## config.mk

```make
export PLATFORM = sky130hd
export DESIGN_NAME = cct_timer
export DESIGN_NICKNAME = d
export VERILOG_FILES = /design/src/hw/cct_edge_det.v /design/src/hw/cct_prescaler.v /design/src/hw/cct_timer.v
export VERILOG_INCLUDE_DIRS = /design/src /design/src/shared
export SDC_FILE = /design/constraint.sdc
export NUM_CORES = 1
export LEC_CHECK = 0
export ABC_AREA = 1
export CAP_MARGIN = 15
export CORE_MARGIN = 1
export CORE_UTILIZATION = 60
export DETAILED_ROUTE_END_ITERATION = 6
export DONT_BUFFER_PORTS = 1
export PLACE_DENSITY = 0.86
export SYNTH_ARGS = -nofsm -noshare
export SYNTH_HDL_FRONTEND = slang
export SYNTH_HIERARCHICAL = 1
export SYNTH_SLANG_ARGS = --single-unit
```

## constraint.sdc

```tcl
create_clock -name clk -period 4 [get_ports clk]
set_input_delay 0.8 -clock clk [delete_from_list [all_inputs] [get_ports clk]]
set_output_delay 0.8 -clock clk [all_outputs]
set_load 0.05 [all_outputs]
```

## src/shared/cct_consts.vh

```
`ifndef CCT_CONSTS_VH
`define CCT_CONSTS_VH

// Register byte addresses on the plain register port
`define CCT_ADDR_W            8
`define CCT_OFS_CONTROL       8'h12
`define CCT_OFS_STATUS        8'h13
`define CCT_OFS_CAPTURE_HIGH  8'h14
`define CCT_OFS_CAPTURE_LOW   8'h15
`define CCT_OFS_COMPARE_HIGH  8'h16
`define CCT_OFS_COMPARE_LOW   8'h17
`define CCT_OFS_COUNTER_HIGH  8'h18
`define CCT_OFS_COUNTER_LOW   8'h19
`define CCT_OFS_ALT_HIGH      8'h1a
`define CCT_OFS_ALT_LOW       8'h1b

// Control register bit positions
`define CCT_CTL_CAPTURE_IE    7
`define CCT_CTL_COMPARE_IE    6
`define CCT_CTL_OVERFLOW_IE   5
`define CCT_CTL_EDGE_SEL      1
`define CCT_CTL_OUT_LEVEL     0

// Status register bit positions
`define CCT_STS_CAPTURE_FLAG  7
`define CCT_STS_COMPARE_FLAG  6
`define CCT_STS_OVERFLOW_FLAG 5

// Counter values and timing
`define CCT_CNT_STOP_RESET    16'hfffc
`define CCT_CNT_MAX           16'hffff
`define CCT_PRESCALE          4

`endif

```

## src/hw/cct_edge_det.v

```verilog
`timescale 1ns/1ps
`default_nettype none
module cct_edge_det (
  input  wire clk,
  input  wire reset,
  input  wire pin,
  input  wire rising_sel,
  output wire edge_hit
);
  reg prev_ff;

  // Rising when selected high, falling otherwise
  assign edge_hit = rising_sel ? (pin & ~prev_ff) : (~pin & prev_ff);

  // Reload from the pin so a steady level never looks like an edge
  always @(posedge clk) begin
    if (reset) begin
      prev_ff <= pin;
    end else begin
      prev_ff <= pin;
    end
  end
endmodule
`default_nettype wire

```

## src/hw/cct_prescaler.v

```verilog
`timescale 1ns/1ps
`default_nettype none
module cct_prescaler #(
  parameter DIV = 4
) (
  input  wire clk,
  input  wire reset,
  input  wire run,
  output wire tick
);
  localparam W = (DIV > 1) ? $clog2(DIV) : 1;
  localparam integer LAST_I = DIV - 1;
  localparam [W-1:0] LAST = LAST_I[W-1:0];

  reg  [W-1:0] div_ff;
  wire [W-1:0] nxt_div;

  assign tick    = run && (div_ff == LAST);
  assign nxt_div = tick ? {W{1'b0}} : div_ff + {{(W-1){1'b0}}, 1'b1};

  always @(posedge clk) begin
    if (reset) begin
      div_ff <= {W{1'b0}};
    end else if (run) begin
      div_ff <= nxt_div;
    end
  end
endmodule
`default_nettype wire

```

## src/hw/cct_timer.v

```verilog
// How it works
// - Capture interrupt enable bit, cleared by reset
// - Compare interrupt enable bit, cleared by reset
// - Overflow interrupt enable bit, cleared by reset
// - Edge select picks capture polarity, reset-proof
// - Compare match drives output pin to level bit
// - Capture flag: set on edge, status-then-low clears
// - Compare flag sets on counter equal compare
// - Overflow flag on wrap, status-then-counter-low clears
// - Counter high read freezes low byte; writes ignored
// - Alt pair latches likewise, never clears overflow
// - Edge copies counter; high read blocks capture
// - Compare high write suspends matching until low
// - Compare low access after status clears flag
// - Timer runs during wait; interrupt wakes CPU
// - Stop halts counter; reset exit loads fffc
// - Stop edge arms; delivered on interrupt exit
// - Free-running 16-bit counter, reads never disturb
// - Counter advances every fourth clock
// - Compare evaluated once every fourth clock
//
// The address-and-strobe port was left to the implementer.
`timescale 1ns/1ps
`default_nettype none
`include "cct_consts.vh"
module cct_timer #(
  parameter PRESCALE = `CCT_PRESCALE
) (
  input  wire       clk,
  input  wire       reset,
  input  wire       por,
  input  wire [7:0] addr,
  input  wire [7:0] wdata,
  input  wire       wr_en,
  input  wire       rd_en,
  output reg  [7:0] rdata_ff,
  input  wire       stop_mode,
  input  wire       capture_input_pin,
  output reg        compare_output_pin_ff,
  output reg        timer_irq_ff
);
  reg  [15:0] cnt_ff;
  reg  [15:0] capture_ff;
  reg  [15:0] compare_ff;
  reg         capture_irq_enable_ff;
  reg         compare_irq_enable_ff;
  reg         overflow_irq_enable_ff;
  reg         capture_edge_select_ff;
  reg         compare_output_level_ff;
  reg         capture_flag_ff;
  reg         compare_flag_ff;
  reg         overflow_flag_ff;
  reg         capture_arm_ff;
  reg         compare_arm_ff;
  reg         overflow_arm_ff;
  reg         cnt_lat_ff;
  reg  [7:0]  cnt_lat_val_ff;
  reg         alt_lat_ff;
  reg  [7:0]  alt_lat_val_ff;
  reg         capture_block_ff;
  reg         compare_hold_ff;
  reg         stop_pend_ff;
  reg  [15:0] stop_pend_val_ff;
  reg         stop_prev_ff;
  reg  [7:0]  nxt_rdata;

  wire        any_reset;
  wire        tick;
  wire        edge_hit;
  wire        stop_exit;
  wire        rd_status;
  wire        rd_cap_hi;
  wire        rd_cap_lo;
  wire        rd_cnt_hi;
  wire        rd_cnt_lo;
  wire        rd_alt_hi;
  wire        rd_alt_lo;
  wire        wr_ctl;
  wire        wr_cmp_hi;
  wire        wr_cmp_lo;
  wire        acc_cmp_lo;
  wire        run_capture;
  wire        pend_deliver;
  wire        capture_set;
  wire        compare_set;
  wire        overflow_set;
  wire [15:0] capture_src;

  function hit;
    input [7:0] a;
    input [7:0] ofs;
    input       strobe;
    begin
      hit = strobe && (a == ofs);
    end
  endfunction

  assign any_reset = reset | por;
  assign rd_status = hit(addr, `CCT_OFS_STATUS, rd_en);
  assign rd_cap_hi = hit(addr, `CCT_OFS_CAPTURE_HIGH, rd_en);
  assign rd_cap_lo = hit(addr, `CCT_OFS_CAPTURE_LOW, rd_en);
  assign rd_cnt_hi = hit(addr, `CCT_OFS_COUNTER_HIGH, rd_en);
  assign rd_cnt_lo = hit(addr, `CCT_OFS_COUNTER_LOW, rd_en);
  assign rd_alt_hi = hit(addr, `CCT_OFS_ALT_HIGH, rd_en);
  assign rd_alt_lo = hit(addr, `CCT_OFS_ALT_LOW, rd_en);
  assign wr_ctl    = hit(addr, `CCT_OFS_CONTROL, wr_en);
  assign wr_cmp_hi = hit(addr, `CCT_OFS_COMPARE_HIGH, wr_en);
  assign wr_cmp_lo = hit(addr, `CCT_OFS_COMPARE_LOW, wr_en);
  assign acc_cmp_lo = wr_cmp_lo |
                      hit(addr, `CCT_OFS_COMPARE_LOW, rd_en);

  // Counter and prescaler freeze in stop mode
  cct_prescaler #(
    .DIV (PRESCALE)
  ) u_prescaler (
    .clk   (clk),
    .reset (any_reset),
    .run   (~stop_mode),
    .tick  (tick)
  );

  cct_edge_det u_edge (
    .clk        (clk),
    .reset      (any_reset),
    .pin        (capture_input_pin),
    .rising_sel (capture_edge_select_ff),
    .edge_hit   (edge_hit)
  );

  // Leaving stop without reset counts as an interrupt exit
  assign stop_exit    = stop_prev_ff & ~stop_mode;
  assign pend_deliver = stop_exit & stop_pend_ff;
  assign run_capture  = (edge_hit & ~stop_mode) | pend_deliver;
  assign capture_src  = pend_deliver ? stop_pend_val_ff : cnt_ff;
  // A blocked capture also leaves the flag alone
  assign capture_set  = run_capture & ~capture_block_ff;
  assign compare_set  = tick & ~compare_hold_ff &
                        (cnt_ff == compare_ff);
  assign overflow_set = tick & (cnt_ff == `CCT_CNT_MAX);

  // Free-running counter; register reads never touch it
  always @(posedge clk) begin
    if (any_reset) begin
      cnt_ff <= `CCT_CNT_STOP_RESET;
    end else if (tick) begin
      cnt_ff <= cnt_ff + 16'h0001;
    end
  end

  // Control register
  always @(posedge clk) begin
    if (any_reset) begin
      capture_irq_enable_ff   <= 1'b0;
      compare_irq_enable_ff   <= 1'b0;
      overflow_irq_enable_ff  <= 1'b0;
      compare_output_level_ff <= 1'b0;
    end else if (wr_ctl) begin
      capture_irq_enable_ff   <= wdata[`CCT_CTL_CAPTURE_IE];
      compare_irq_enable_ff   <= wdata[`CCT_CTL_COMPARE_IE];
      overflow_irq_enable_ff  <= wdata[`CCT_CTL_OVERFLOW_IE];
      compare_output_level_ff <= wdata[`CCT_CTL_OUT_LEVEL];
    end
  end

  // Edge select survives the ordinary reset, only power-on clears it
  always @(posedge clk) begin
    if (por) begin
      capture_edge_select_ff <= 1'b0;
    end else if (wr_ctl) begin
      capture_edge_select_ff <= wdata[`CCT_CTL_EDGE_SEL];
    end
  end

  // Flags: untouched by reset; a set beats a clear in the same cycle
  always @(posedge clk) begin
    if (por) begin
      capture_flag_ff  <= 1'b0;
      compare_flag_ff  <= 1'b0;
      overflow_flag_ff <= 1'b0;
    end else begin
      if (capture_set) begin
        capture_flag_ff <= 1'b1;
      end else if (rd_cap_lo && capture_arm_ff) begin
        capture_flag_ff <= 1'b0;
      end
      if (compare_set) begin
        compare_flag_ff <= 1'b1;
      end else if (acc_cmp_lo && compare_arm_ff) begin
        compare_flag_ff <= 1'b0;
      end
      if (overflow_set) begin
        overflow_flag_ff <= 1'b1;
      end else if (rd_cnt_lo && overflow_arm_ff) begin
        overflow_flag_ff <= 1'b0;
      end
    end
  end

  // Clear sequence: a status read arms only the flags then set
  always @(posedge clk) begin
    if (any_reset) begin
      capture_arm_ff  <= 1'b0;
      compare_arm_ff  <= 1'b0;
      overflow_arm_ff <= 1'b0;
    end else begin
      if (rd_status && capture_flag_ff) begin
        capture_arm_ff <= 1'b1;
      end else if (rd_cap_lo) begin
        capture_arm_ff <= 1'b0;
      end
      if (rd_status && compare_flag_ff) begin
        compare_arm_ff <= 1'b1;
      end else if (acc_cmp_lo) begin
        compare_arm_ff <= 1'b0;
      end
      if (rd_status && overflow_flag_ff) begin
        overflow_arm_ff <= 1'b1;
      end else if (rd_cnt_lo) begin
        overflow_arm_ff <= 1'b0;
      end
    end
  end

  // Coherent 16-bit reads of both counter pairs
  always @(posedge clk) begin
    if (any_reset) begin
      cnt_lat_ff     <= 1'b0;
      cnt_lat_val_ff <= 8'h00;
      alt_lat_ff     <= 1'b0;
      alt_lat_val_ff <= 8'h00;
    end else begin
      if (rd_cnt_hi) begin
        cnt_lat_ff     <= 1'b1;
        cnt_lat_val_ff <= cnt_ff[7:0];
      end else if (rd_cnt_lo) begin
        cnt_lat_ff <= 1'b0;
      end
      if (rd_alt_hi) begin
        alt_lat_ff     <= 1'b1;
        alt_lat_val_ff <= cnt_ff[7:0];
      end else if (rd_alt_lo) begin
        alt_lat_ff <= 1'b0;
      end
    end
  end

  // Capture registers and the high-read block
  always @(posedge clk) begin
    if (any_reset) begin
      capture_block_ff <= 1'b0;
    end else if (rd_cap_hi) begin
      capture_block_ff <= 1'b1;
    end else if (rd_cap_lo) begin
      capture_block_ff <= 1'b0;
    end
  end

  always @(posedge clk) begin
    if (por) begin
      capture_ff <= 16'h0000;
    end else if (capture_set) begin
      capture_ff <= capture_src;
    end
  end

  // Edges seen in stop are parked until the stop is left
  always @(posedge clk) begin
    if (any_reset) begin
      stop_pend_ff     <= 1'b0;
      stop_pend_val_ff <= 16'h0000;
      stop_prev_ff     <= 1'b0;
    end else begin
      stop_prev_ff <= stop_mode;
      if (stop_mode && edge_hit && !stop_pend_ff) begin
        stop_pend_ff     <= 1'b1;
        stop_pend_val_ff <= cnt_ff;
      end else if (stop_exit) begin
        stop_pend_ff <= 1'b0;
      end
    end
  end

  // Compare register; high write holds matching until low write
  always @(posedge clk) begin
    if (any_reset) begin
      compare_hold_ff <= 1'b0;
    end else if (wr_cmp_hi) begin
      compare_hold_ff <= 1'b1;
    end else if (wr_cmp_lo) begin
      compare_hold_ff <= 1'b0;
    end
  end

  always @(posedge clk) begin
    if (por) begin
      compare_ff <= 16'hffff;
    end else begin
      if (wr_cmp_hi) begin
        compare_ff[15:8] <= wdata;
      end
      if (wr_cmp_lo) begin
        compare_ff[7:0] <= wdata;
      end
    end
  end

  // Output pin moves only on a real match or a reset
  always @(posedge clk) begin
    if (any_reset) begin
      compare_output_pin_ff <= 1'b0;
    end else if (compare_set) begin
      compare_output_pin_ff <= compare_output_level_ff;
    end
  end

  // Level request; also the wake source out of wait
  always @(posedge clk) begin
    if (any_reset) begin
      timer_irq_ff <= 1'b0;
    end else begin
      timer_irq_ff <= (capture_flag_ff & capture_irq_enable_ff) |
                      (compare_flag_ff & compare_irq_enable_ff) |
                      (overflow_flag_ff & overflow_irq_enable_ff);
    end
  end

  // Read mux; writes to read-only pairs fall through unused
  always @* begin
    nxt_rdata = 8'h00;
    case (addr)
      `CCT_OFS_CONTROL: begin
        nxt_rdata[`CCT_CTL_CAPTURE_IE]  = capture_irq_enable_ff;
        nxt_rdata[`CCT_CTL_COMPARE_IE]  = compare_irq_enable_ff;
        nxt_rdata[`CCT_CTL_OVERFLOW_IE] = overflow_irq_enable_ff;
        nxt_rdata[`CCT_CTL_EDGE_SEL]    = capture_edge_select_ff;
        nxt_rdata[`CCT_CTL_OUT_LEVEL]   = compare_output_level_ff;
      end
      `CCT_OFS_STATUS: begin
        nxt_rdata[`CCT_STS_CAPTURE_FLAG]  = capture_flag_ff;
        nxt_rdata[`CCT_STS_COMPARE_FLAG]  = compare_flag_ff;
        nxt_rdata[`CCT_STS_OVERFLOW_FLAG] = overflow_flag_ff;
      end
      `CCT_OFS_CAPTURE_HIGH: begin
        nxt_rdata = capture_ff[15:8];
      end
      `CCT_OFS_CAPTURE_LOW: begin
        nxt_rdata = capture_ff[7:0];
      end
      `CCT_OFS_COMPARE_HIGH: begin
        nxt_rdata = compare_ff[15:8];
      end
      `CCT_OFS_COMPARE_LOW: begin
        nxt_rdata = compare_ff[7:0];
      end
      `CCT_OFS_COUNTER_HIGH: begin
        nxt_rdata = cnt_ff[15:8];
      end
      `CCT_OFS_COUNTER_LOW: begin
        nxt_rdata = cnt_lat_ff ? cnt_lat_val_ff : cnt_ff[7:0];
      end
      `CCT_OFS_ALT_HIGH: begin
        nxt_rdata = cnt_ff[15:8];
      end
      `CCT_OFS_ALT_LOW: begin
        nxt_rdata = alt_lat_ff ? alt_lat_val_ff : cnt_ff[7:0];
      end
      default: begin
        nxt_rdata = 8'h00;
      end
    endcase
  end

  // Data stand only in the cycle after the strobe
  always @(posedge clk) begin
    if (any_reset) begin
      rdata_ff <= 8'h00;
    end else if (rd_en) begin
      rdata_ff <= nxt_rdata;
    end else begin
      rdata_ff <= 8'h00;
    end
  end
endmodule
`default_nettype wire

```

======== Word-level counts from Yosys, hierarchy flattened ========
Cells that the tools add are included.
cells by class
  multiplexer cells ....................... 28
  reductions and logical operators ........ 34
  bitwise operators ....................... 23
  equal/unequal tests ..................... 13
  add/subtract/negate cells ............... 2
operator list
  cell                   number
  $eq 8x5->1 const B     10
  $pmux 3 s9             1
  $reduce_bool 2->1      11
  $mux 1                 21
  $pmux 3 s7             1
  $logic_and 1x1->1      20
  $add 16x1->16 const B  1
  $eq 16x16->1           1
  $eq 16x16->1 const B   1
  $mux 16                1
  $mux 8                 2
  $pmux 2 s8             1
  $and 1x1->1            12
  $not 1->1              6
  $or 1x1->1             5
  $reduce_or 2->1        2
  $add 2x1->2 const B    1
  $eq 2x2->1 const B     1
  $mux 2                 1
  $logic_not 1->1        1
storage, ports and cells
  logic and storage cells ................. 129
  register bits after elaboration ......... 110
  output and inout bits ................... 10
  bits of input ports ..................... 23

======== Logic depth before layout (Yosys ltp) ========
Gate-level depths: netlist (run 1).
  word-level depth ........................ 7
  depth in mapped cells ................... 11
  depth with buffers taken out ............ 11

======== Hierarchy ========
Netlist (run 1), hierarchy kept.
modules (own cells, without submodules)
  module         times used  cells an instance  area an instance (um^2)  sequential area each (um^2)
  cct_timer      1           733                5059.9                   2142.1
  cct_prescaler  1           16                 107.6                    40.0
  cct_edge_det   1           7                  45.0                     20.0

======== Worst setup path before layout (run 1) ========
Ideal clock, no wire load.
  path kind ............................... input -> register
  start ................................... input stop_mode
  end ..................................... register cnt_ff[13]
  arrival time ............................ 1846 ps
  buffers on the path ..................... 0
  library setup time ...................... 133 ps
  required time ........................... 3867 ps
  stages .................................. 10
  setup slack ............................. 2021 ps
  cell sequence ........................... inv_1 > nand2_1 > inv_1 > nand2_1 > nor3_4 > nand2_2 > inv_2 > nand3_4 > o21ai_1 > nand3_1
between the ends
  longest elaborated chain between the ends .. 2
ends and longest elaborated chain
  what                  line                source
  start, declared       cct_timer.v:37      input wire stop_mode,
  $not 1->1             cct_timer.v:118     .run (~stop_mode),
  $logic_and 1x1->1     cct_prescaler.v:18  assign tick = run && (div_ff == LAST);
  named net tick        cct_timer.v:68      wire tick;
  end signal, assigned  cct_timer.v:144     cnt_ff <= `CCT_CNT_STOP_RESET;
  end signal, assigned  cct_timer.v:146     cnt_ff <= cnt_ff + 16'h0001;
  end, declared         cct_timer.v:42      reg [15:0] cnt_ff;
The timed path passes the listed nets, and every way through them passes these cells.
A chain may end at the register's enable or synchronous reset.

======== Worst setup path after layout (run 1) ========
  start ................................... input addr[5]
  end ..................................... register cnt_lat_val_ff[5]
between the ends
  longest elaborated chain between the ends .. 2
ends and longest elaborated chain
  what                  line             source
  start, declared       cct_timer.v:32   input wire [7:0] addr,
  $eq 8x5->1            cct_timer.v:94   hit = strobe && (a == ofs);
  $logic_and 1x1->1     cct_timer.v:94
  end signal, assigned  cct_timer.v:234  cnt_lat_val_ff <= cnt_ff[7:0];
  end, declared         cct_timer.v:57   reg [7:0] cnt_lat_val_ff;
No other way between the ends.

==> results of run 1 <==
registers in the layout, summed over array words and instances, names as in the netlist, 2 cells and up:
name,cells
cnt_lat_val_ff,8
alt_lat_val_ff,8
rdata_ff,8
stop_pend_val_ff,16
compare_ff,16
cnt_ff,16
u_prescaler/div_ff,2
capture_ff,16
cells in the final DEF (no fill, tap or decap), types with 2 or more instances in the layout:
master	instances
nand3_1	63
o211ai_1	16
nor2_2	8
nor3_1	2
nand2_1	168
bufinv_16	3
nor3_4	2
dfxtp_1	110
ha_1	2
nand4_1	16
o21ai_0	85
o21ai_1	10
buf_4	4
a211oi_1	3
nand2_2	5
nor2_4	2
inv_8	2
clkbuf_8	9
inv_2	8
a21oi_1	81
nor2_1	46
xnor2_1	4
inv_1	89
power breakdown:
group          switching, W  internal (W)
clock network      0.000402      0.000425
registers         0.0000102       0.00111
logic             0.0000569     0.0000231
total              0.000470       0.00156
synth_stat cells:
library cell / instances / area share
nor2_1: 47 / 0.034
nand3_4: 1 / 0.0034
nor2_4: 2 / 0.0043
clkbuf_2: 1 / 0.00096
nand2_1: 168 / 0.12
xnor2_1: 4 / 0.0067
a21oi_2: 1 / 0.0017
nand3_2: 1 / 0.0019
nor2_2: 7 / 0.0084
a211oi_1: 3 / 0.0043
buf_6: 2 / 0.0043
o21ai_1: 10 / 0.0096
nand2_2: 5 / 0.0060
nor3_1: 2 / 0.0019
inv_2: 8 / 0.0058
inv_1: 89 / 0.064
o21ai_0: 85 / 0.082
nor4_1: 1 / 0.0012
nand3_1: 63 / 0.060
dfxtp_1: 110 / 0.42
clkbuf_1: 17 / 0.012
o211ai_1: 16 / 0.023
a21oi_1: 81 / 0.078
nor3_4: 2 / 0.0062
buf_2: 8 / 0.0077
buf_1: 1 / 0.00072
ha_1: 2 / 0.0048
buf_4: 3 / 0.0043
nand4_1: 16 / 0.019
kinds of logic (layout without fill, tap and decap cells):
family,after synthesis,in the layout,synth area share
DFF,110,110,0.422
and+or+nand+nor,315,315,0.268
AOI/OAI and AO/OA,196,196,0.198
adders and majority gates,2,2,0.00480
xor gates and xnor gates,4,4,0.00672
buffers and inverters,129,117,0.100
routing by layer:
layer  share of wire  GRT usage  up-vias
li1                -          -     2454
met1            0.43      0.466     2354
met2            0.44      0.499      257
met3           0.085     0.0670       44
met4           0.043      0.160        0
met5               0          0        -
cell type report:
class	count	area share
multi-input combinational	517	0.455
sequential	110	0.402
inverter	97	0.0665
tap	105	0.0240
clock inverter	7	0.0236
clock buffer	9	0.0226
timing repair buffer	4	0.00549
worst max-delay path by stage:
stage,slack [ns],endpoint,startpoint
3_5_place_dp,1.41,alt_lat_val_ff[4],addr[5]
5_1_grt,1.57,cnt_lat_val_ff[5],addr[5]
6_report,1.74,cnt_lat_val_ff[5],addr[5]
3_3_place_gp,1.54,cnt_lat_val_ff[4],addr[5]
4_1_cts,1.81,cnt_lat_val_ff[5],addr[5]
2_1_floorplan,2.02,cnt_ff[13],stop_mode
stage by stage:
stage	instances	total power (W)	setup WS (ns)
2_1_floorplan	756	0.00121	2.02
3_5_place_dp	833	0.00122	1.41
3_3_place_gp	833	0.00122	1.54
4_1_cts	849	0.00203	1.81
6_report	849	0.00203	1.74
5_1_grt	849	0.00209	1.57
worst max-delay path, cell delays in order:
cell and delay (ns):
inv_1 0.04, nand2_2 0.06, nor2_4 0.41, buf_4 0.34
nand3_1 0.44, o21ai_0 0.35, a21oi_1 0.08
==> results.py, run 1 <==
metrics = {
    "finish": {
        "layout.area.seq_sq_um": 2200,
        "antenna_cells": 0,
        "nFillCells": 700,
        "fin_nets": 764,
        "drive_gt1_frac": 0.0645,
        "fin_area_sq_um": 5470,
        "syn_to_final_growth_pct": 4.97,
        "multiInputGateArea_sq_um": 2490,
        "final_core_util": 0.659,
    },
    "global_route": {
        "grt-ovfl-total": 0,
        "antenna_found_initial": 0,
        "grt_pass1_wl_um": 22700,
        "grt_usage": 0.336,
        "grt_max_degree": 52,
        "grt_pass1_vias": 4490,
    },
    "route": {
        "drtPass1Iterations": 7,
        "num_vias": 5109,
        "wl_per_cell_um": 16.9,
        "ant_nets": 0,
        "drt_iter0_drc": 599,
        "vias_per_cell": 6.02,
        "drc_errors": 0,
        "wl_um": 14400,
    },
    "setup_path": {
        "r2r_slack_ns": 2.09,
        "worstPathMaxFanout": 23,
        "endpoint_kind": "register",
        "crit_arrival_ns": 2.52,
        "r2r-end": "overflow_flag_ff",
        "r2r_cells": 9,
        "critical_path_class": "in2reg",
        "cp.required_ns": 4.25,
        "reg2reg_from": "u_prescaler/div_ff[0]",
        "critPathLaunchType": "input pin",
    },
    "floorplanning": {
        "ios": 33,
        "fp.dieW_um": 95.2,
        "die_y_um": 95.2,
        "core.rowCount": 33,
        "dieArea_sq_um": 9060,
        "start_util": 0.628,
        "core_area_sq_um": 8300,
    },
    "clocking": {
        "ctsHoldBuffers": 0,
        "path_clk_slew_ns": 0.11,
        "cts.sinks": 110,
        "htreeDepth": 3,
        "ctsResizeCount": 0,
        "postCtsSetupBuffers": 0,
        "root_buffer": "clkbuf_8",
        "clkLatencyLatePin_ns": 0.39,
        "cts_tree": "built",
        "clk_path_buf_depth": 2,
        "cts-buffers-inserted": 9,
    },
    "placed_design": {
        "gp_congestion": 1.01,
        "post_dp_cell_area_sq_um": 5220,
        "io_buffer_count": 0,
        "dp_hpwl_um": 10600,
    },
    "min_path": {
        "holdPathStages": 0,
        "min_to": "u_edge/prev_ff",
        "hold_path_class": "in2reg",
        "worst_hold_startpoint": "capture_input_pin",
    },
    "sta": {
        "max_freq_ghz": 0.442,
        "period_minus_slack_ns": 2.26,
        "hold_violations": 0,
        "finalMaxSlewViolations": 0,
        "slew_headroom": 0.388,
        "period_share": 0.566,
        "finalSetupTns_ns": 0,
        "fin_hold_ws_ns": 0.429,
        "setup_viol": 0,
        "clock_skew_ns": 0.0118,
        "tightest_slew_ns": 0.916,
        "rsz0062_at_grt": "no",
    },
    "synth": {
        "avgSynthCellArea_sq_um": 6.89,
        "synth_cell_types": 29,
        "synth_area_sq_um": 5210,
        "syn-instance-count": 756,
        "ys_seq_area_frac": 0.422,
        "yosysWarnings": 6,
        "synth_nets": 781,
        "ys_ff_latch": 110,
    },
    "power_and_ir_drop": {
        "p_leak_nw": 2.27,
        "p_per_area_nw_per_um2": 371,
        "vdd_ir_drop_max_mv": 0.278,
    },
    "flow_run": {
        "drv_cap": 0,
    },
    "outcome": {
        "status": "finished clean",
    },
}
Power figures use the tool's default switching activity.
==> inputs of run 2 (changes only) <==
--- a/config.mk
+++ b/config.mk
@@ -6,13 +6,13 @@
 export SDC_FILE = /design/constraint.sdc
 export NUM_CORES = 1
 export LEC_CHECK = 0
-export ABC_AREA = 1
+export ABC_AREA = 0
 export CAP_MARGIN = 15
 export CORE_MARGIN = 1
-export CORE_UTILIZATION = 60
+export CORE_UTILIZATION = 57
 export DETAILED_ROUTE_END_ITERATION = 6
 export DONT_BUFFER_PORTS = 1
-export PLACE_DENSITY = 0.86
+export PLACE_DENSITY = 0.85
 export SYNTH_ARGS = -nofsm -noshare
 export SYNTH_HDL_FRONTEND = slang
 export SYNTH_HIERARCHICAL = 1
==> constraint.sdc (replaced) <==
create_clock -name clk -period 2 [get_ports clk]
set_input_delay 0.4 -clock clk [delete_from_list [all_inputs] [get_ports clk]]
set_output_delay 0.4 -clock clk [all_outputs]
set_load 0.05 [all_outputs]
==> results.py, run 2 <==
metrics = {
    "power_and_ir_drop": {
        "vdd_ir_drop_max_mv": 0.334,
        "p_seq_frac": 0.581,
        "clkPwrFrac": 0.372,
        "p_per_area_nw_per_um2": 692,
        "p_sw_w": 0.000897,
        "p_leak_nw": 2.27,
        "internal-power_w": 0.00296,
        "comb_power_share": 0.046,
        "p_sw_frac": 0.233,
    },
    "clocking": {
        "clkLatencyLatePin_ns": 0.38,
        "cts-buffers-inserted": 9,
        "htreeDepth": 3,
        "postCtsSetupBuffers": 0,
        "root_buffer": "clkbuf_8",
        "cts_tree": "built",
        "path_clk_slew_ns": 0.11,
        "clk_path_buf_depth": 2,
        "ctsHoldBuffers": 0,
        "cts.sinks": 110,
    },
    "finish": {
        "nFillCells": 692,
        "syn_to_final_growth_pct": 8.07,
        "final_common_cell": "dfxtp_1",
        "drive_gt1_frac": 0.115,
        "fin_nets": 612,
        "final_cell_mix": "dfxtp_1, nand2_1, nor2_1",
        "antenna_cells": 0,
    },
    "setup_path": {
        "critPathLaunchType": "register",
        "crit_top_cell": "nand4_1",
        "cp.required_ns": 2.27,
        "path_buf_inv": 0,
        "critical_path_class": "reg2reg",
        "cpPeakStageDelay_ns": 0.39,
        "worstPathMaxFanout": 5,
        "cpLargestDelayFamily": "simple AND/OR/NAND/NOR gates",
        "crit_arrival_ns": 2.14,
        "endpoint_kind": "register",
        "path_cells": "ha_1 -> and2_1 -> nand4_1 -> nor2_2 -> nand4_1 -> xor2_1 -> nand2_1",
        "crit_slowest_cell": "dfxtp_1",
    },
    "route": {
        "drc_errors": 0,
        "drt_iter0_drc": 343,
        "num_vias": 4350,
        "wl_um": 13200,
        "drtPass1Iterations": 5,
        "vias_per_cell": 6.21,
        "ant_nets": 0,
        "wl_per_cell_um": 18.9,
    },
    "global_route": {
        "grt_usage": 0.290,
        "grt_pass1_vias": 4157,
        "grt_pass1_wl_um": 21400,
        "grt-ovfl-total": 0,
        "antenna_found_initial": 0,
        "grt_max_degree": 38,
    },
    "sta": {
        "setup_slack_ns": 0.125,
        "tightest_slew_ns": 0.506,
        "fin_hold_ws_ns": 0.0377,
        "hold_violations": 0,
        "slew_headroom": 0.662,
        "period_minus_slack_ns": 1.87,
        "rsz0062_at_grt": "no",
        "clock_skew_ns": 0.00971,
        "setup_viol": 0,
        "period_share": 0.937,
        "finalMaxSlewViolations": 0,
        "max_freq_ghz": 0.533,
        "finalSetupTns_ns": 0,
    },
    "synth": {
        "ys_seq_area_frac": 0.428,
        "synth-edff-count": 0,
        "synth_top_area_share": 0.428,
        "yosysWarnings": 6,
        "synth_nets": 618,
        "avgSynthCellArea_sq_um": 8.68,
        "syn-instance-count": 593,
        "yosys-top-cells-area": "dfxtp_1, mux2i_1, nand2_1, nor2_1, a21oi_1",
        "ys.flop_type": "dfxtp_1",
        "yosys-top-cells-count": "dfxtp_1, nand2_1, nor2_1",
        "synth_cell_types": 58,
        "synthArstFlopShare": 0,
        "synth.most_common_cell": "dfxtp_1",
        "synth_area_sq_um": 5150,
        "yosysTopAreaCell": "dfxtp_1",
        "ys_ff_latch": 110,
    },
    "floorplanning": {
        "start_util": 0.590,
        "die_y_um": 97.0,
        "ios": 33,
        "core.rowCount": 34,
        "dieArea_sq_um": 9420,
        "core_area_sq_um": 8720,
        "fp.dieW_um": 97.0,
    },
    "flow_run": {
        "drv_cap": 0,
    },
    "placed_design": {
        "pre_cts_slack_ns": 0.184,
        "dp_hpwl_um": 9520,
        "io_buffer_count": 0,
        "gp_congestion": 1.00,
    },
    "min_path": {
        "hold_path_class": "in2reg",
    },
    "outcome": {
        "status": "finished clean",
    },
}
## run 2: cell families after synthesis
| family | after synthesis | share of synthesized area |
|---|---|---|
| adder cells (fa/ha/maj) | 2 | 0.00486 |
| XOR/XNOR | 28 | 0.0476 |
| flip-flops | 110 | 0.428 |
| AO/OA/AOI/OAI | 108 | 0.139 |
| AND/OR/NAND/NOR | 224 | 0.207 |
| buffers and inverters | 62 | 0.0484 |
| multiplexers | 59 | 0.126 |
## run 2: power by group through the flow
stage | registers (W) | clock network (W) | logic [W]
after floorplan | 0.00228 | 0 | 0.000157
after global placement | 0.00229 | 0 | 0.000172
after detailed placement | 0.00229 | 0 | 0.000175
after CTS | 0.00224 | 0.00145 | 0.000177
after global routing | 0.00224 | 0.00154 | 0.000195
final | 0.00224 | 0.00143 | 0.000179
## run 2: cell type report
class                      count  area (sq um)  share of cell area
tap                          108           135              0.0243
timing repair buffer          30           250              0.0450
sequential                   110          2200               0.396
clock buffer                  11           151              0.0272
inverter                      15          56.3              0.0101
clock inverter                 5          63.8              0.0115
multi-input combinational    421          2710               0.486
## run 2: worst paths after layout
check	start	to	slack, ns	cells past startpoint
setup / recovery	u_prescaler/div_ff[0]	cnt_ff[15]	0.13	7
hold / removal	capture_input_pin	u_edge/prev_ff	0.04	0
hold reg to reg	stop_pend_val_ff[12]	stop_pend_val_ff[12]	0.46	2
setup reg to reg	u_prescaler/div_ff[0]	cnt_ff[15]	0.13	7
## run 2: routing by layer
layer  part of all wire  wire, um  GRT usage
met4              0.060       796      0.188
met2               0.46      6060      0.453
met3              0.065       860     0.0527
met1               0.42      5500      0.368
met5                  0         0          0
## run 2: worst register-to-register path: stages, from the launching register on
cell,delay [ns]
dfxtp_1,0.39
ha_1,0.19
and2_1,0.24
nand4_1,0.21
nor2_2,0.27
nand4_1,0.19
xor2_1,0.21
nand2_1,0.08
## run 2: timing repair
item | in CTS | in global routing
setup endpoints to repair | 0 | 3
endpoints found under the hold margin | 0 | 0
gates resized for setup | 0 | 1
## run 2: metrics by stage
step	util	instance area [sq um]	instances	total power [W]
floorplan	-	5150	593	0.00244
global placement	0.613	5350	684	0.00246
detailed placement	0.613	5350	684	0.00246
CTS	0.638	5560	700	0.00387
global route	0.638	5560	700	0.00398
finish	0.638	5560	700	0.00385
==> inputs of run 3 (changes only) <==
--- a/config.mk
+++ b/config.mk
@@ -8,11 +8,10 @@
 export LEC_CHECK = 0
 export ABC_AREA = 0
 export CAP_MARGIN = 15
-export CORE_MARGIN = 1
-export CORE_UTILIZATION = 57
+export CORE_UTILIZATION = 30
 export DETAILED_ROUTE_END_ITERATION = 6
 export DONT_BUFFER_PORTS = 1
-export PLACE_DENSITY = 0.85
+export PLACE_DENSITY = 0.55
 export SYNTH_ARGS = -nofsm -noshare
 export SYNTH_HDL_FRONTEND = slang
 export SYNTH_HIERARCHICAL = 1
==> results.py, run 3 (synthesis results as in run 2) <==
metrics = {
    "sta": {
        "finalSetupTns_ns": 0,
        "period_share": 0.919,
        "hold_violations": 0,
        "fin_hold_ws_ns": 0.0677,
        "setup_viol": 0,
        "max_freq_ghz": 0.544,
        "period_minus_slack_ns": 1.84,
        "tightest_slew_ns": 0.550,
        "slew_headroom": 0.632,
        "finalMaxSlewViolations": 0,
        "clock_skew_ns": 0.00685,
        "rsz0062_at_grt": "no",
    },
    "setup_path": {
        "crit_slowest_cell": "or4_1",
        "path_cells": "xor2_1 -> nor4_1 -> nand4b_1 -> or4_1 -> mux2i_1",
        "worstPathMaxFanout": 3,
        "critPathLaunchType": "register",
        "endpoint_kind": "register",
        "critical_path_class": "reg2reg",
        "cp.required_ns": 2.24,
        "crit_arrival_ns": 2.08,
        "cpPeakStageDelay_ns": 0.52,
        "r2r_slack_ns": 0.16,
    },
    "floorplanning": {
        "dieArea_sq_um": 17700,
        "start_util": 0.309,
        "fp.dieW_um": 133,
        "core.rowCount": 47,
        "core_area_sq_um": 16600,
        "ios": 33,
        "die_y_um": 133,
    },
    "global_route": {
        "grt_max_degree": 38,
        "grt-ovfl-total": 0,
        "grt_pass1_vias": 4094,
        "grt_usage": 0.173,
        "antenna_found_initial": 0,
        "grt_pass1_wl_um": 23200,
    },
    "route": {
        "vias_per_cell": 5.22,
        "wl_um": 14700,
        "drt_iter0_drc": 334,
        "ant_nets": 0,
        "drtPass1Iterations": 7,
        "drc_errors": 2,
        "wl_per_cell_um": 18.1,
        "num_vias": 4244,
    },
    "finish": {
        "final_common_cell": "dfxtp_1",
        "drive_gt1_frac": 0.115,
        "antenna_cells": 0,
        "syn_to_final_growth_pct": 12.2,
        "final_cell_mix": "dfxtp_1, nand2_1, nor2_1",
        "fin_cells": 813,
        "fin_nets": 613,
    },
    "placed_design": {
        "gp_congestion": 0.892,
        "dp.cells": 797,
        "dp_hpwl_um": 10500,
        "io_buffer_count": 0,
    },
    "power_and_ir_drop": {
        "p_per_area_nw_per_um2": 717,
        "p_total_w": 0.00414,
        "p_leak_nw": 2.31,
        "vdd_ir_drop_max_mv": 0.378,
    },
    "clocking": {
        "postCtsSetupBuffers": 0,
        "root_buffer": "clkbuf_16",
        "clk_path_buf_depth": 2,
        "ctsHoldBuffers": 0,
        "clkLatencyLatePin_ns": 0.35,
        "htreeDepth": 3,
        "cts-buffers-inserted": 9,
        "path_clk_slew_ns": 0.07,
        "cts_tree": "built",
        "cts.sinks": 110,
    },
    "outcome": {
        "violations": "DRC",
        "status": "complete, but fails checks",
    },
    "flow_run": {
        "drv_cap": 0,
    },
    "min_path": {
        "hold_path_class": "in2reg",
    },
}
-- run 3: cell types whose count changed in the layout (fill, tap and decap cells not counted), sizes merged --
cell      change
clkinvlp      -1
clkinv        +3
clkbuf        +2
bufinv        -1
buf           +1
inv           -3
-- run 3: path summary, 6_finish.rpt --
check | start | to | cells after the start
worst max-delay path | compare_ff[5] | compare_output_pin_ff | 5
worst max register to register | compare_ff[5] | compare_output_pin_ff | 5
worst min register to register | stop_pend_val_ff[5] | stop_pend_val_ff[5] | 2
worst min-delay path | capture_input_pin | u_edge/prev_ff | 0
-- run 3: metrics by stage --
step / utilization / setup WS [ns] / area, sq um
2_1_floorplan: - / 0.224 / 5150
5_1_grt: 0.347 / 0.0390 / 5780
4_1_cts: 0.347 / 0.0918 / 5770
3_5_place_dp: 0.330 / 0.122 / 5490
6_report: 0.347 / 0.162 / 5780
3_3_place_gp: 0.330 / 0.128 / 5490
-- run 3: where the power goes --
part           switching [W]  internal (W)
Clock               0.000808      0.000914
Sequential         0.0000201       0.00222
Combinational       0.000107     0.0000751
Total               0.000935       0.00321
-- run 3: cell type report --
| cell class | count | area (sq um) |
|---|---|---|
| Fill cell | 1721 | 10900 |
| Multi-Input combinational cell | 421 | 2710 |
| Sequential cell | 110 | 2200 |
| Tap cell | 220 | 275 |
| Clock buffer | 13 | 260 |
| Timing Repair Buffer | 31 | 258 |
| Inverter | 15 | 56.3 |
| Clock inverter | 3 | 18.8 |
-- run 3: layer usage --
| metal | routed length [um] | vias up | track usage | share of wire |
|---|---|---|---|---|
| li1 | - | 2046 | - | - |
| met1 | 6560 | 2044 | 0.225 | 0.45 |
| met2 | 7000 | 132 | 0.277 | 0.48 |
| met3 | 806 | 22 | 0.0433 | 0.055 |
| met4 | 317 | 0 | 0.0600 | 0.022 |
| met5 | 0 | - | 0 | 0 |
-- run 3: worst max-delay path, delay by kind of cell (launching register included) --
| family | cells | cell delay [ns] |
|---|---|---|
| XOR/XNOR | 1 | 0.17 |
| flip-flops | 1 | 0.34 |
| multiplexers | 1 | 0.16 |
| AND/OR/NAND/NOR | 3 | 1.07 |
-- run 3: what timing repair did --
item / CTS / global route
gates resized for setup: 0 / 2
endpoints found under the setup margin: 0 / 6
hold endpoints to repair: 0 / 0
